<file path="config.mk">
export PLATFORM = sky130hd
export DESIGN_NAME = fpp_port
export DESIGN_NICKNAME = d
export VERILOG_FILES = /design/src/hw/fpp_pkg.sv /design/src/hw/fpp_cmd_if.sv /design/src/hw/fpp_cmd_decode.sv /design/src/hw/fpp_strobe_capture.sv /design/src/hw/fpp_port.sv
export SDC_FILE = /design/constraint.sdc
export NUM_CORES = 1
export LEC_CHECK = 0
export BUFFER_PORTS_ARGS = -buffer_cell sky130_fd_sc_hd__buf_2
export CAP_MARGIN = 20
export CELL_PAD_IN_SITES_DETAIL_PLACEMENT = 0
export CELL_PAD_IN_SITES_GLOBAL_PLACEMENT = 2
export CORE_MARGIN = 1
export CORE_UTILIZATION = 33
export DETAILED_ROUTE_END_ITERATION = 10
export PLACE_DENSITY_LB_ADDON = 0.1
export RECOVER_POWER = 50
export SYNTH_ARGS = -nofsm -noshare
export SYNTH_HDL_FRONTEND = slang
export SYNTH_HIERARCHICAL = 1
export SYNTH_SLANG_ARGS = --single-unit
</file>
<file path="constraint.sdc">
create_clock -name clock -period 2.1 [get_ports clock]
set_clock_uncertainty 0.2 [all_clocks]
set_input_delay 0.105 -clock clock [delete_from_list [all_inputs] [get_ports clock]]
set_output_delay 0.105 -clock clock [all_outputs]
set_load 0.01 [all_outputs]
</file>
<file path="src/hw/fpp_pkg.sv">
// package: constants and types of the flash parallel programming port
package fpp_pkg;
   localparam int unsigned ADDR_W     = 17;
   localparam int unsigned DATA_W     = 8;
   localparam logic [7:0]  CMD_READ   = 8'h00;
   localparam logic [7:0]  CMD_PROG   = 8'h40;
   localparam logic [7:0]  CMD_PVFY   = 8'hc0;
   localparam logic [7:0]  CMD_ERASE  = 8'h20;
   localparam logic [7:0]  CMD_EVFY   = 8'ha0;
   localparam logic [7:0]  CMD_RESET  = 8'hff;
   localparam logic [7:0]  IDLE_DATA  = 8'hff;
   localparam logic [16:0] ADDR_RESET = 17'h00000;
   // boot area erase block size in bytes (3.5 K)
   localparam int unsigned BOOT_BLOCK_BYTES = 3584;

   typedef enum logic [1:0] {
      FPP_BUS_STANDBY,
      FPP_BUS_OUT_DIS,
      FPP_BUS_READ,
      FPP_BUS_WRITE
   } fpp_bus_e;

   typedef enum logic [3:0] {
      FPP_OP_NONE,
      FPP_OP_READ,
      FPP_OP_PROG,
      FPP_OP_PVFY,
      FPP_OP_ERASE,
      FPP_OP_EVFY,
      FPP_OP_RESET
   } fpp_op_e;
endpackage

</file>
<file path="src/hw/fpp_cmd_if.sv">
// interface: captured write strobes and decoded commands between port modules
interface fpp_cmd_if;
   logic                        wr_valid;
   logic [fpp_pkg::ADDR_W-1:0]  wr_addr;
   logic [fpp_pkg::DATA_W-1:0]  wr_data;
   logic                        array_sel;
   fpp_pkg::fpp_op_e            op;
   logic                        op_valid;
   logic [fpp_pkg::ADDR_W-1:0]  op_addr;
   logic [fpp_pkg::DATA_W-1:0]  op_data;
   modport capture (output wr_valid, output wr_addr, output wr_data);
   modport decode  (input wr_valid, input wr_addr, input wr_data,
                    output array_sel, output op, output op_valid,
                    output op_addr, output op_data);
   modport user    (input array_sel, input op, input op_valid,
                    input op_addr, input op_data);
endinterface

</file>
<file path="src/hw/fpp_cmd_decode.sv">
// module: software command byte sequencer of the parallel port
module fpp_cmd_decode (
   input  wire logic clock,
   input  wire logic reset,
   fpp_cmd_if.decode cmd
);
   typedef enum logic [2:0] {
      FPP_C_IDLE,
      FPP_C_PROG,
      FPP_C_ERASE,
      FPP_C_RESET,
      FPP_C_VERIFY
   } fpp_cstate_e;

   fpp_cstate_e cstate_q;
   logic        array_sel_q;

   assign cmd.array_sel = array_sel_q;

   // sequence of command bytes; only writes change it
   always_ff @(posedge clock) begin
      if (reset) begin
         cstate_q <= FPP_C_IDLE;
      end else if (cmd.wr_valid) begin
         unique case (cstate_q)
            FPP_C_PROG:  cstate_q <= FPP_C_IDLE;
            FPP_C_ERASE: cstate_q <= FPP_C_IDLE;
            FPP_C_RESET: cstate_q <= FPP_C_IDLE;
            FPP_C_IDLE, FPP_C_VERIFY: begin
               unique case (cmd.wr_data)
                  fpp_pkg::CMD_PROG:  cstate_q <= FPP_C_PROG;
                  fpp_pkg::CMD_ERASE: cstate_q <= FPP_C_ERASE;
                  fpp_pkg::CMD_RESET: cstate_q <= FPP_C_RESET;
                  fpp_pkg::CMD_PVFY:  cstate_q <= FPP_C_VERIFY;
                  fpp_pkg::CMD_EVFY:  cstate_q <= FPP_C_VERIFY;
                  default:            cstate_q <= FPP_C_IDLE;
               endcase
            end
            default: cstate_q <= FPP_C_IDLE;
         endcase
      end
   end

   // array data is visible after reset, read, reset-pair or verify commands
   always_ff @(posedge clock) begin
      if (reset) begin
         array_sel_q <= 1'b1;
      end else if (cmd.wr_valid) begin
         if (cstate_q == FPP_C_RESET && cmd.wr_data == fpp_pkg::CMD_RESET) begin
            array_sel_q <= 1'b1;
         end else if (cstate_q == FPP_C_IDLE || cstate_q == FPP_C_VERIFY) begin
            array_sel_q <= (cmd.wr_data == fpp_pkg::CMD_READ) ||
                           (cmd.wr_data == fpp_pkg::CMD_PVFY) ||
                           (cmd.wr_data == fpp_pkg::CMD_EVFY);
         end else begin
            array_sel_q <= 1'b0;
         end
      end
   end

   // one-cycle operation request toward the flash controller
   always_ff @(posedge clock) begin
      if (reset) begin
         cmd.op       <= fpp_pkg::FPP_OP_NONE;
         cmd.op_valid <= 1'b0;
         cmd.op_addr  <= fpp_pkg::ADDR_RESET;
         cmd.op_data  <= '0;
      end else begin
         cmd.op_valid <= 1'b0;
         if (cmd.wr_valid) begin
            cmd.op_addr <= cmd.wr_addr;
            cmd.op_data <= cmd.wr_data;
            unique case (cstate_q)
               FPP_C_PROG: begin
                  cmd.op       <= fpp_pkg::FPP_OP_PROG;
                  cmd.op_valid <= 1'b1;
               end
               FPP_C_ERASE: begin
                  cmd.op       <= fpp_pkg::FPP_OP_ERASE;
                  cmd.op_valid <= (cmd.wr_data == fpp_pkg::CMD_ERASE);
               end
               FPP_C_RESET: begin
                  cmd.op       <= fpp_pkg::FPP_OP_RESET;
                  cmd.op_valid <= (cmd.wr_data == fpp_pkg::CMD_RESET);
               end
               default: begin
                  cmd.op_valid <= (cmd.wr_data == fpp_pkg::CMD_READ) ||
                                  (cmd.wr_data == fpp_pkg::CMD_PVFY) ||
                                  (cmd.wr_data == fpp_pkg::CMD_EVFY);
                  cmd.op       <= (cmd.wr_data == fpp_pkg::CMD_PVFY) ? fpp_pkg::FPP_OP_PVFY :
                                  (cmd.wr_data == fpp_pkg::CMD_EVFY) ? fpp_pkg::FPP_OP_EVFY :
                                  fpp_pkg::FPP_OP_READ;
               end
            endcase
         end
      end
   end
endmodule

</file>
<file path="src/hw/fpp_strobe_capture.sv">
// module: write strobe edge capture of address and data
module fpp_strobe_capture (
   input  wire logic                       clock,
   input  wire logic                       reset,
   input  wire logic                       write_active,
   input  wire logic                       we_n,
   input  wire logic [fpp_pkg::ADDR_W-1:0] addr,
   input  wire logic [fpp_pkg::DATA_W-1:0] data_in,
   fpp_cmd_if.capture                      cap
);
   logic                       we_n_q;
   logic                       armed_q;
   logic [fpp_pkg::ADDR_W-1:0] addr_q;

   assign cap.wr_addr = addr_q;

   always_ff @(posedge clock) begin
      if (reset) begin
         we_n_q <= 1'b1;
      end else begin
         we_n_q <= we_n;
      end
   end

   // address at every falling strobe edge; armed only while writes are allowed
   always_ff @(posedge clock) begin
      if (reset) begin
         armed_q <= 1'b0;
         addr_q  <= fpp_pkg::ADDR_RESET;
      end else if (we_n_q && !we_n) begin
         armed_q <= write_active;
         addr_q  <= addr;
      end else if (!we_n_q && we_n) begin
         armed_q <= 1'b0;
      end
   end

   // command or data byte at the rising strobe edge
   always_ff @(posedge clock) begin
      if (reset) begin
         cap.wr_valid <= 1'b0;
         cap.wr_data  <= '0;
      end else begin
         cap.wr_valid <= !we_n_q && we_n && armed_q;
         if (!we_n_q && we_n) begin
            cap.wr_data <= data_in;
         end
      end
   end
endmodule

</file>
<file path="src/hw/fpp_port.sv">
// top module: parallel programming port of the on-chip flash
module fpp_port (
   input  wire logic                       clock,
   input  wire logic                       reset,
   input  wire logic                       ce_n,
   input  wire logic                       oe_n,
   input  wire logic                       we_n,
   input  wire logic                       rw_mode_select,
   input  wire logic                       program_voltage_pin,
   input  wire logic [fpp_pkg::ADDR_W-1:0] addr,
   input  wire logic [fpp_pkg::DATA_W-1:0] data_in,
   output logic      [fpp_pkg::DATA_W-1:0] data_out,
   output logic                            data_oe,
   input  wire logic [fpp_pkg::DATA_W-1:0] array_rdata,
   output logic      [fpp_pkg::ADDR_W-1:0] array_addr,
   output logic                            op_valid,
   output fpp_pkg::fpp_op_e                op_code,
   output logic      [fpp_pkg::ADDR_W-1:0] op_addr,
   output logic      [fpp_pkg::DATA_W-1:0] op_data,
   output logic      [1:0]                 bus_state
);
   fpp_pkg::fpp_bus_e bus_d;
   logic              write_active;

   fpp_cmd_if cmd ();

   // pin level decode; any unlisted combination falls to standby
   always_comb begin
      bus_d = fpp_pkg::FPP_BUS_STANDBY;
      if (program_voltage_pin && !ce_n) begin
         if (!oe_n && we_n) begin
            bus_d = fpp_pkg::FPP_BUS_READ;
         end else if (oe_n && we_n) begin
            bus_d = fpp_pkg::FPP_BUS_OUT_DIS;
         end else if (oe_n && !we_n && rw_mode_select) begin
            bus_d = fpp_pkg::FPP_BUS_WRITE;
         end
      end
   end

   // read-only mode never reaches the write state, so its strobes are dropped
   assign write_active = (bus_d == fpp_pkg::FPP_BUS_WRITE);

   fpp_strobe_capture u_capture (
      .clock        (clock),
      .reset        (reset),
      .write_active (write_active),
      .we_n         (we_n),
      .addr         (addr),
      .data_in      (data_in),
      .cap          (cmd.capture)
   );

   fpp_cmd_decode u_decode (
      .clock (clock),
      .reset (reset),
      .cmd   (cmd.decode)
   );

   always_ff @(posedge clock) begin
      if (reset) begin
         bus_state <= 2'(fpp_pkg::FPP_BUS_STANDBY);
      end else begin
         bus_state <= 2'(bus_d);
      end
   end

   // drive only in the read state; no identification code path exists
   always_ff @(posedge clock) begin
      if (reset) begin
         data_oe <= 1'b0;
      end else begin
         data_oe <= (bus_d == fpp_pkg::FPP_BUS_READ);
      end
   end

   // array contents only after reset or once a read, verify or reset-pair command is in force
   always_ff @(posedge clock) begin
      if (reset) begin
         data_out <= fpp_pkg::IDLE_DATA;
      end else if (cmd.array_sel) begin
         data_out <= array_rdata;
      end else begin
         data_out <= fpp_pkg::IDLE_DATA;
      end
   end

   // full address incl. A16 goes to the array; A17 is never present
   always_ff @(posedge clock) begin
      if (reset) begin
         array_addr <= fpp_pkg::ADDR_RESET;
      end else begin
         array_addr <= addr;
      end
   end

   // user and boot areas are both passed to the controller, which sizes boot erase
   always_ff @(posedge clock) begin
      if (reset) begin
         op_valid <= 1'b0;
         op_code  <= fpp_pkg::FPP_OP_NONE;
         op_addr  <= fpp_pkg::ADDR_RESET;
         op_data  <= '0;
      end else begin
         op_valid <= cmd.op_valid;
         op_code  <= cmd.op;
         op_addr  <= cmd.op_addr;
         op_data  <= cmd.op_data;
      end
   end
endmodule

</file>
==> results of run 1 <==
power breakdown:
group | internal (W) | switching (W)
registers | 0.00232 | 0.0000256
clock network | 0.00186 | 0.000908
logic | 0.000159 | 0.000138
total | 0.00433 | 0.00107
state kept, by name (all words and copies together) (netlist names):
| signal | count |
|---|---|
| u_decode/cmd.op_valid | 1 |
| bus_state | 2 |
| array_addr | 17 |
| data_oe | 1 |
| u_decode/cmd.op_addr | 17 |
| op_valid | 1 |
| op_addr | 17 |
| op_data | 8 |
| u_capture/armed_q | 1 |
| u_decode/cmd.array_sel | 1 |
| u_capture/cap.wr_addr | 17 |
| u_capture/cap.wr_data | 8 |
| u_decode/cmd.op | 3 |
| u_decode/cmd.op_data | 8 |
| op_code | 4 |
| u_capture/cap.wr_valid | 1 |
| data_out | 8 |
| u_decode/cstate_q | 3 |
| u_capture/we_n_q | 1 |
cell families (layout without fill, tap and decap cells):
logic type      Yosys count  count (layout)  share of synthesized area
fa+ha+maj                 2               2                   0.006237
simple gates            147             147                     0.1981
mux                      51              51                     0.1273
compound gates           14              14                    0.02932
flops                   119             119                     0.5939
xor+xnor                  2               2                   0.004368
buf+inv                  28             189                    0.03992
other cells               1               1                  0.0009348
cell type report:
class                           count  area, um2  share of cell area
Timing Repair Buffer              154      955.9              0.1711
Sequential cell                   119       2382              0.4264
Multi-Input combinational cell    217       1469              0.2629
Tap cell                          143      178.9             0.03203
Inverter                            6      22.52            0.004031
Clock inverter                      2      35.03            0.006271
Clock buffer                       27      543.0             0.09720
worst register-to-register path, delay by kind of cell (launching register included):
family	cells	cell delay [ns]
flops	1	0.33
simple gates	2	0.76
compound gates	2	0.48
Yosys cell counts, types with 4 or more instances:
| master | n | share of area |
|---|---|---|
| nand2b_1 | 11 | 0.017 |
| dfxtp_1 | 119 | 0.59 |
| mux2i_1 | 51 | 0.13 |
| and2b_1 | 6 | 0.011 |
| nand2_1 | 9 | 0.0084 |
| nor2b_1 | 41 | 0.064 |
| inv_1 | 6 | 0.0056 |
| nand4_1 | 4 | 0.0062 |
| nor2_1 | 60 | 0.056 |
| clkbuf_1 | 7 | 0.0066 |
| buf_2 | 7 | 0.0087 |
per-stage QoR:
| step | hold slack, ns | setup WS, ns | instances | total power [W] | utilization |
|---|---|---|---|---|---|
| floorplan | 0.006471 | 0.3674 | 364 | 0.002540 | - |
| global placement | 0.08417 | 0.2677 | 590 | 0.002628 | 0.3973 |
| detailed placement | 0.09225 | 0.2449 | 590 | 0.002631 | 0.3973 |
| CTS | 0.1936 | 0.05549 | 668 | 0.005512 | 0.4893 |
| global route | 0.2130 | 0.01091 | 668 | 0.005637 | 0.4810 |
| finish | 0.2121 | 0.09801 | 668 | 0.005403 | 0.4810 |
metal layers:
metal / part of all wire / vias up / global-route usage / wire length (um)
li1: - / 1487 / - / -
met1: 0.48 / 1286 / 0.1665 / 3921
met2: 0.44 / 80 / 0.2108 / 3593
met3: 0.055 / 11 / 0.05454 / 448
met4: 0.016 / 0 / 0.06667 / 126
met5: 0 / - / 0 / 0
repair_timing:
action | CTS | global route
hold endpoints to repair | 72 | 0
setup endpoints to repair | 0 | 2
hold buffers | 49 | 0
resized for setup | 0 | 1
worst max-delay path by stage:
| stage | start | endpoint | slack, ns |
|---|---|---|---|
| after floorplan | u_capture/cap.wr_data[0] | u_decode/cmd.op_valid | 0.37 |
| after global placement | u_capture/cap.wr_data[0] | u_decode/cmd.op[2] | 0.27 |
| after detailed placement | u_capture/cap.wr_data[0] | u_decode/cmd.op[2] | 0.24 |
| after CTS | we_n | u_capture/cap.wr_data[5] | 0.06 |
| after global routing | we_n | bus_state[0] | 0.01 |
| final | rw_mode_select | bus_state[0] | 0.1 |
==> summary.txt, run 1 <==
STA
  • RSZ-0062 raised after global routing: no
  • Crit share post-route: 0.9533
  • Worst-case headroom to the max-slew limit: 0.5150
  • Least-Margin Pin Slew: 0.7275 ns
  • Fmax: 0.4995 GHz
  • Slew Viols, Final: 0
  • Final hold violation count: 0
  • # setup viols final: 0
  • Period minus WS final: 2.002 ns
  • Setup tns final: 0 ns

Place
  • Port bufs: 97
  • Area after DPL: 4614 um2
  • Final Wtd Congestion: 0.8145
  • Post-DP HPWL: 5077 um

Min path
  • HP Start: array_rdata[7]
  • Worst Hold Depth: 3
  • Min-Delay Path Class: primary input to flop
  • Hold path endpoint: data_out[7]

Yosys
  • Post-synth cell types: 38
  • Register area share after synthesis: 0.5939
  • Number of flops mapped to enable cells by yosys: 0
  • Top_reg_cell synth: dfxtp_1
  • Asr flop ratio synth: 0
  • Synthesis Warnings: 6
  • Cell Area, Synth: 4011 um2
  • Synthesized area per cell: 11.02 um2
  • Synth Register Bits: 119
  • Cells after Synth: 364
  • Net Count, Synth: 406

Worst setup path
  • Number of cells on the worst reg-to-reg path: 4
  • Max FO, Critical Path: 2
  • Reg-to-Reg End: u_decode/cmd.op_valid
  • Crit path launch type: primary input
  • Required time of the critical path: 2.19 ns
  • Most used cell, CP: dlygate4sd3_1
  • Top cell family by delay on the critical path: buffers and inverters
  • Crit path DAT: 2.09 ns
  • Critical Path Max Stage Delay: 0.57 ns
  • Setup CP Type: primary input to flop
  • Number of cells on the critical path: 6
  • Critical path cell sequence: dlygate4sd3_1 > buf_2 > o21ai_0 > dlygate4sd3_1 > nor2_1 > dlygate4sd3_1
  • CP bufs+invs: 4
  • Reg2reg setup slack: 0.22 ns
  • Type of destination of the critical path: flop
  • Start of the worst register-to-register path: u_capture/cap.wr_data[0]
  • Slowest-stage cell, CP: dlygate4sd3_1

Global routing
  • GRT overflow: 0
  • Initial antenna violation count: 0
  • First-pass GRT wire length: 13,340 um
  • Largest net degree at the start of global routing: 47
  • Vias in the first global route: 2,840
  • Tot GR Track Use: 0.1368

Clock network
  • Clock buffer depth: 2
  • TritonCTS clock tree: yes
  • Postcts setup bufs: 0
  • TritonCTS Buffers: 17
  • CTS H-tree lvls: 4
  • Clock transition at path regs: 0.05 ns
  • Clock sink total: 119
  • Clock Latency Late Sink: 0.40 ns
  • Root buffer cell: clkbuf_16

Finish
  • Most frequent cells in the layout: 119 x dfxtp_1, 62 x clkbuf_1, 60 x nor2_1
  • Area grow syn2layout: 39.27%
  • Antenna diode count: 0
  • Layout cell share with drive strength beyond 1: 0.1600
  • Cell area after layout: 5587 um2
  • Fill count: 1,145
  • Final net count: 557
  • Most common cell after layout, fill and taps aside: dfxtp_1

Die
  • Core area: 11,610 um2
  • Die area: 12,600 um2
  • Rows: 39
  • Die Height: 112.3 um
  • IO Count: 98
  • Initial core utilization: 0.3454
  • Die X: 112.3 um

Drt
  • DRT iter0 DRCs: 128
  • Final WL: 8089 um
  • DRT Pass-1 Iters: 7
  • DR WL/cell: 12.11 um
  • DRC Markers: 7
  • Vias: 2,864
  • Routed Antenna Nets: 0
  • Drt via density: 4.287

Job
  • Max_cap viols: 0

Pwr
  • Pwr Density: 967.2 nW/um2
  • Maximum VDD drop: 0.4735 mV
  • Leak pwr: 2.244 nW

Outcome
  • Violated checks: design-rule violations
  • Status: finished, violations left
No activity file was read; power rests on OpenSTA's default activity.
==> run 2: changes to the inputs <==
--- a/config.mk
+++ b/config.mk
@@ -6,13 +6,10 @@
 export NUM_CORES = 1
 export LEC_CHECK = 0
 export BUFFER_PORTS_ARGS = -buffer_cell sky130_fd_sc_hd__buf_2
-export CAP_MARGIN = 20
-export CELL_PAD_IN_SITES_DETAIL_PLACEMENT = 0
-export CELL_PAD_IN_SITES_GLOBAL_PLACEMENT = 2
 export CORE_MARGIN = 1
-export CORE_UTILIZATION = 33
+export CORE_UTILIZATION = 45
 export DETAILED_ROUTE_END_ITERATION = 10
-export PLACE_DENSITY_LB_ADDON = 0.1
+export PLACE_DENSITY = 0.69
 export RECOVER_POWER = 50
 export SYNTH_ARGS = -nofsm -noshare
 export SYNTH_HDL_FRONTEND = slang
==> run 2 against run 1 <==
The run now ends clean. Total power fell by 0.13%. Final cell count fell by 4.0%. Non-clock buffer count rose by 5. Count of clock-buffer cells in the layout fell by 5. Largest cell class unchanged.
==> summary.txt, run 2 (synthesis results as in run 1) <==
Outcome
  • Status: finished, final reports clean

Clock network
  • TritonCTS clock tree: yes
  • CTS H-tree lvls: 4 (unchanged)
  • Root buffer cell: clkbuf_8
  • Clock buffer depth: 2 (unchanged)
  • TritonCTS Buffers: 17 (unchanged)
  • Clock transition at path regs: 0.06 ns (about the same)
  • Clock Latency Late Sink: 0.49 ns (+0.09 ns)
  • Clock sink total: 119 (unchanged)
  • Postcts setup bufs: 0 (unchanged)

Min path
  • HP Start: array_rdata[6]
  • Worst Hold Depth: 3 (unchanged)
  • Min-Delay Path Class: primary input to flop
  • Hold path endpoint: data_out[6]

Drt
  • DRC Markers: 0 (-7)
  • Drt via density: 4.616 (+7.7%)
  • DRT iter0 DRCs: 86 (-33%)
  • Routed Antenna Nets: 0 (unchanged)
  • DRT Pass-1 Iters: 5 (-2)
  • DR WL/cell: 12.07 um (-0.28%)
  • Final WL: 7740 um (-4.3%)
  • Vias: 2,959 (+3.3%)

STA
  • Hold Slack: 0.1383 ns (-0.07375 ns)
  • Final worst slack: 0.1467 ns (+0.04869 ns)
  • Least-Margin Pin Slew: 0.7888 ns (+0.06125 ns)
  • RSZ-0062 raised after global routing: no
  • Fmax: 0.5120 GHz (+2.5%)
  • Worst-case headroom to the max-slew limit: 0.4741 (-0.04084)
  • Period minus WS final: 1.953 ns (-0.04869 ns)
  • Crit share post-route: 0.9301 (-0.02319)
  • Slew Viols, Final: 0 (unchanged)
  • Final hold violation count: 0 (unchanged)
  • # setup viols final: 0 (unchanged)
  • Setup tns final: 0 ns (unchanged)

Worst setup path
  • Critical Path Max Stage Delay: 0.59 ns (+0.02 ns)
  • Reg2reg setup slack: 0.17 ns (-0.05 ns)
  • Max FO, Critical Path: 80 (+78)
  • Start of the worst register-to-register path: u_capture/we_n_q
  • Crit path DAT: 2.18 ns (+0.09 ns)
  • Slowest-stage cell, CP: dlygate4sd3_1
  • Most used cell, CP: dlygate4sd3_1
  • Type of destination of the critical path: flop
  • Critical path cell sequence: dlygate4sd3_1 > buf_4 > or3b_4 > dlygate4sd3_1 > nor2_1
  • Crit path launch type: primary input
  • Reg-to-Reg End: u_capture/cap.wr_data[4]
  • Required time of the critical path: 2.32 ns (+0.13 ns)
  • Setup CP Type: primary input to flop
  • Number of cells on the worst reg-to-reg path: 5 (+1)

Pwr
  • Logic pwr share: 0.057 (+0.002)
  • Maximum VDD drop: 0.6719 mV (+42%)
  • Clock power frac: 0.509 (-0.003)
  • Total Power: 0.005396 W (-0.13%)
  • Leak pwr: 2.273 nW (+1.3%)
  • Pwr Density: 960.1 nW/um2 (-0.73%)
  • Sequential power share: 0.434 (about the same)
  • NetSw: 0.001130 W (+5.5%)
  • Sw Ratio: 0.2094 (+0.01116)
  • P_int: 0.004266 W (-1.5%)

Global routing
  • Tot GR Track Use: 0.1758 (+0.03901)
  • First-pass GRT wire length: 12,520 um (-6.2%)
  • GRT overflow: 0 (unchanged)
  • Largest net degree at the start of global routing: 81 (+72%)
  • Vias in the first global route: 2,853 (+0.46%)
  • Initial antenna violation count: 0 (unchanged)

Finish
  • Layout cell share with drive strength beyond 1: 0.1614 (+0.001351)
  • Cell area after layout: 5620 um2 (+0.60%)
  • Most common cell after layout, fill and taps aside: dfxtp_1
  • Antenna diode count: 0 (unchanged)
  • Most frequent cells in the layout: 119 x dfxtp_1, 60 x nor2_1, 60 x clkbuf_1
  • Area grow syn2layout: 40.11%
  • Final net count: 562 (+0.90%)

Place
  • Post-DP HPWL: 4564 um (-10%)
  • DP Worst Slack: 0.2636 ns (+0.01868 ns)
  • Area after DPL: 4528 um2 (-1.9%)
  • Final Wtd Congestion: 0.7999 (-1.8%)
  • Port bufs: 97 (unchanged)

Die
  • Initial core utilization: 0.4622 (+0.1168)
  • IO Count: 98 (unchanged)
  • Die Height: 96.42 um (-14%)
  • Die X: 96.42 um (-14%)
  • Core area: 8678 um2 (-25%)
  • Rows: 34 (-13%)
  • Die area: 9296 um2 (-26%)

Job
  • Max_cap viols: 0 (unchanged)
run 2: cell count changes in the layout (fill, tap and decap cells not counted), sizes merged:
cell,change
buf,-1
clkinvlp,+5
bufinv,+1
dlygate4sd3,+9
inv,+1
clkbuf,-8
clkinv,+1
run 2: repair_timing:
action                                  in CTS  in global routing
endpoints found under the hold margin       82                  0
hold buffers                                58                  0
gates resized for setup                      0                  1
endpoints found under the setup margin       0                  8
run 2: critical path, delay by kind of cell:
kind	cells	cell delay (ns)
buf+inv	3	1.46
simple gates	2	0.60
run 2: area by class of cell:
class / instances / area, um2
Clock buffer: 22 / 462.9
Clock inverter: 10 / 120.1
Fill cell: 734 / 3058
Inverter: 6 / 22.52
Multi-Input combinational cell: 217 / 1471
Sequential cell: 119 / 2382
Tap cell: 108 / 135.1
Timing Repair Buffer: 159 / 1026
run 2: per-stage QoR:
| step | utilization | std cells |
|---|---|---|
| 6_report | 0.6476 | 641 |
| 5_1_grt | 0.6476 | 641 |
| 4_1_cts | 0.6559 | 641 |
| 3_5_place_dp | 0.5218 | 551 |
| 3_3_place_gp | 0.5218 | 551 |
| 2_1_floorplan | - | 364 |
run 2: power by group through the flow:
stage          clock [W]  combinational, W  sequential, W
2_1_floorplan          0          0.000145        0.00239
3_3_place_gp           0          0.000231        0.00238
3_5_place_dp           0          0.000237        0.00239
4_1_cts          0.00281          0.000314        0.00234
5_1_grt          0.00292          0.000340        0.00235
6_report         0.00275          0.000309        0.00234
run 2: worst max-delay path by stage:
stage / start / end / cells after the start
global placement: u_capture/cap.wr_data[0] / u_decode/cmd.op[2] / 4
finish: reset / data_oe / 5
detailed placement: u_capture/cap.wr_data[0] / u_decode/cmd.op_valid / 4
floorplan: u_capture/cap.wr_data[0] / u_decode/cmd.op_valid / 4
CTS: u_capture/we_n_q / u_capture/cap.wr_data[5] / 5
global route: reset / data_oe / 5
run 2: metal layers:
| layer | wire length [um] | vias to the layer above | track usage |
|---|---|---|---|
| met3 | 349 | 8 | 0.05243 |
| met5 | 0 | - | 0 |
| met2 | 3767 | 70 | 0.3038 |
| li1 | - | 1503 | - |
| met4 | 87 | 0 | 0.06373 |
| met1 | 3535 | 1378 | 0.2064 |
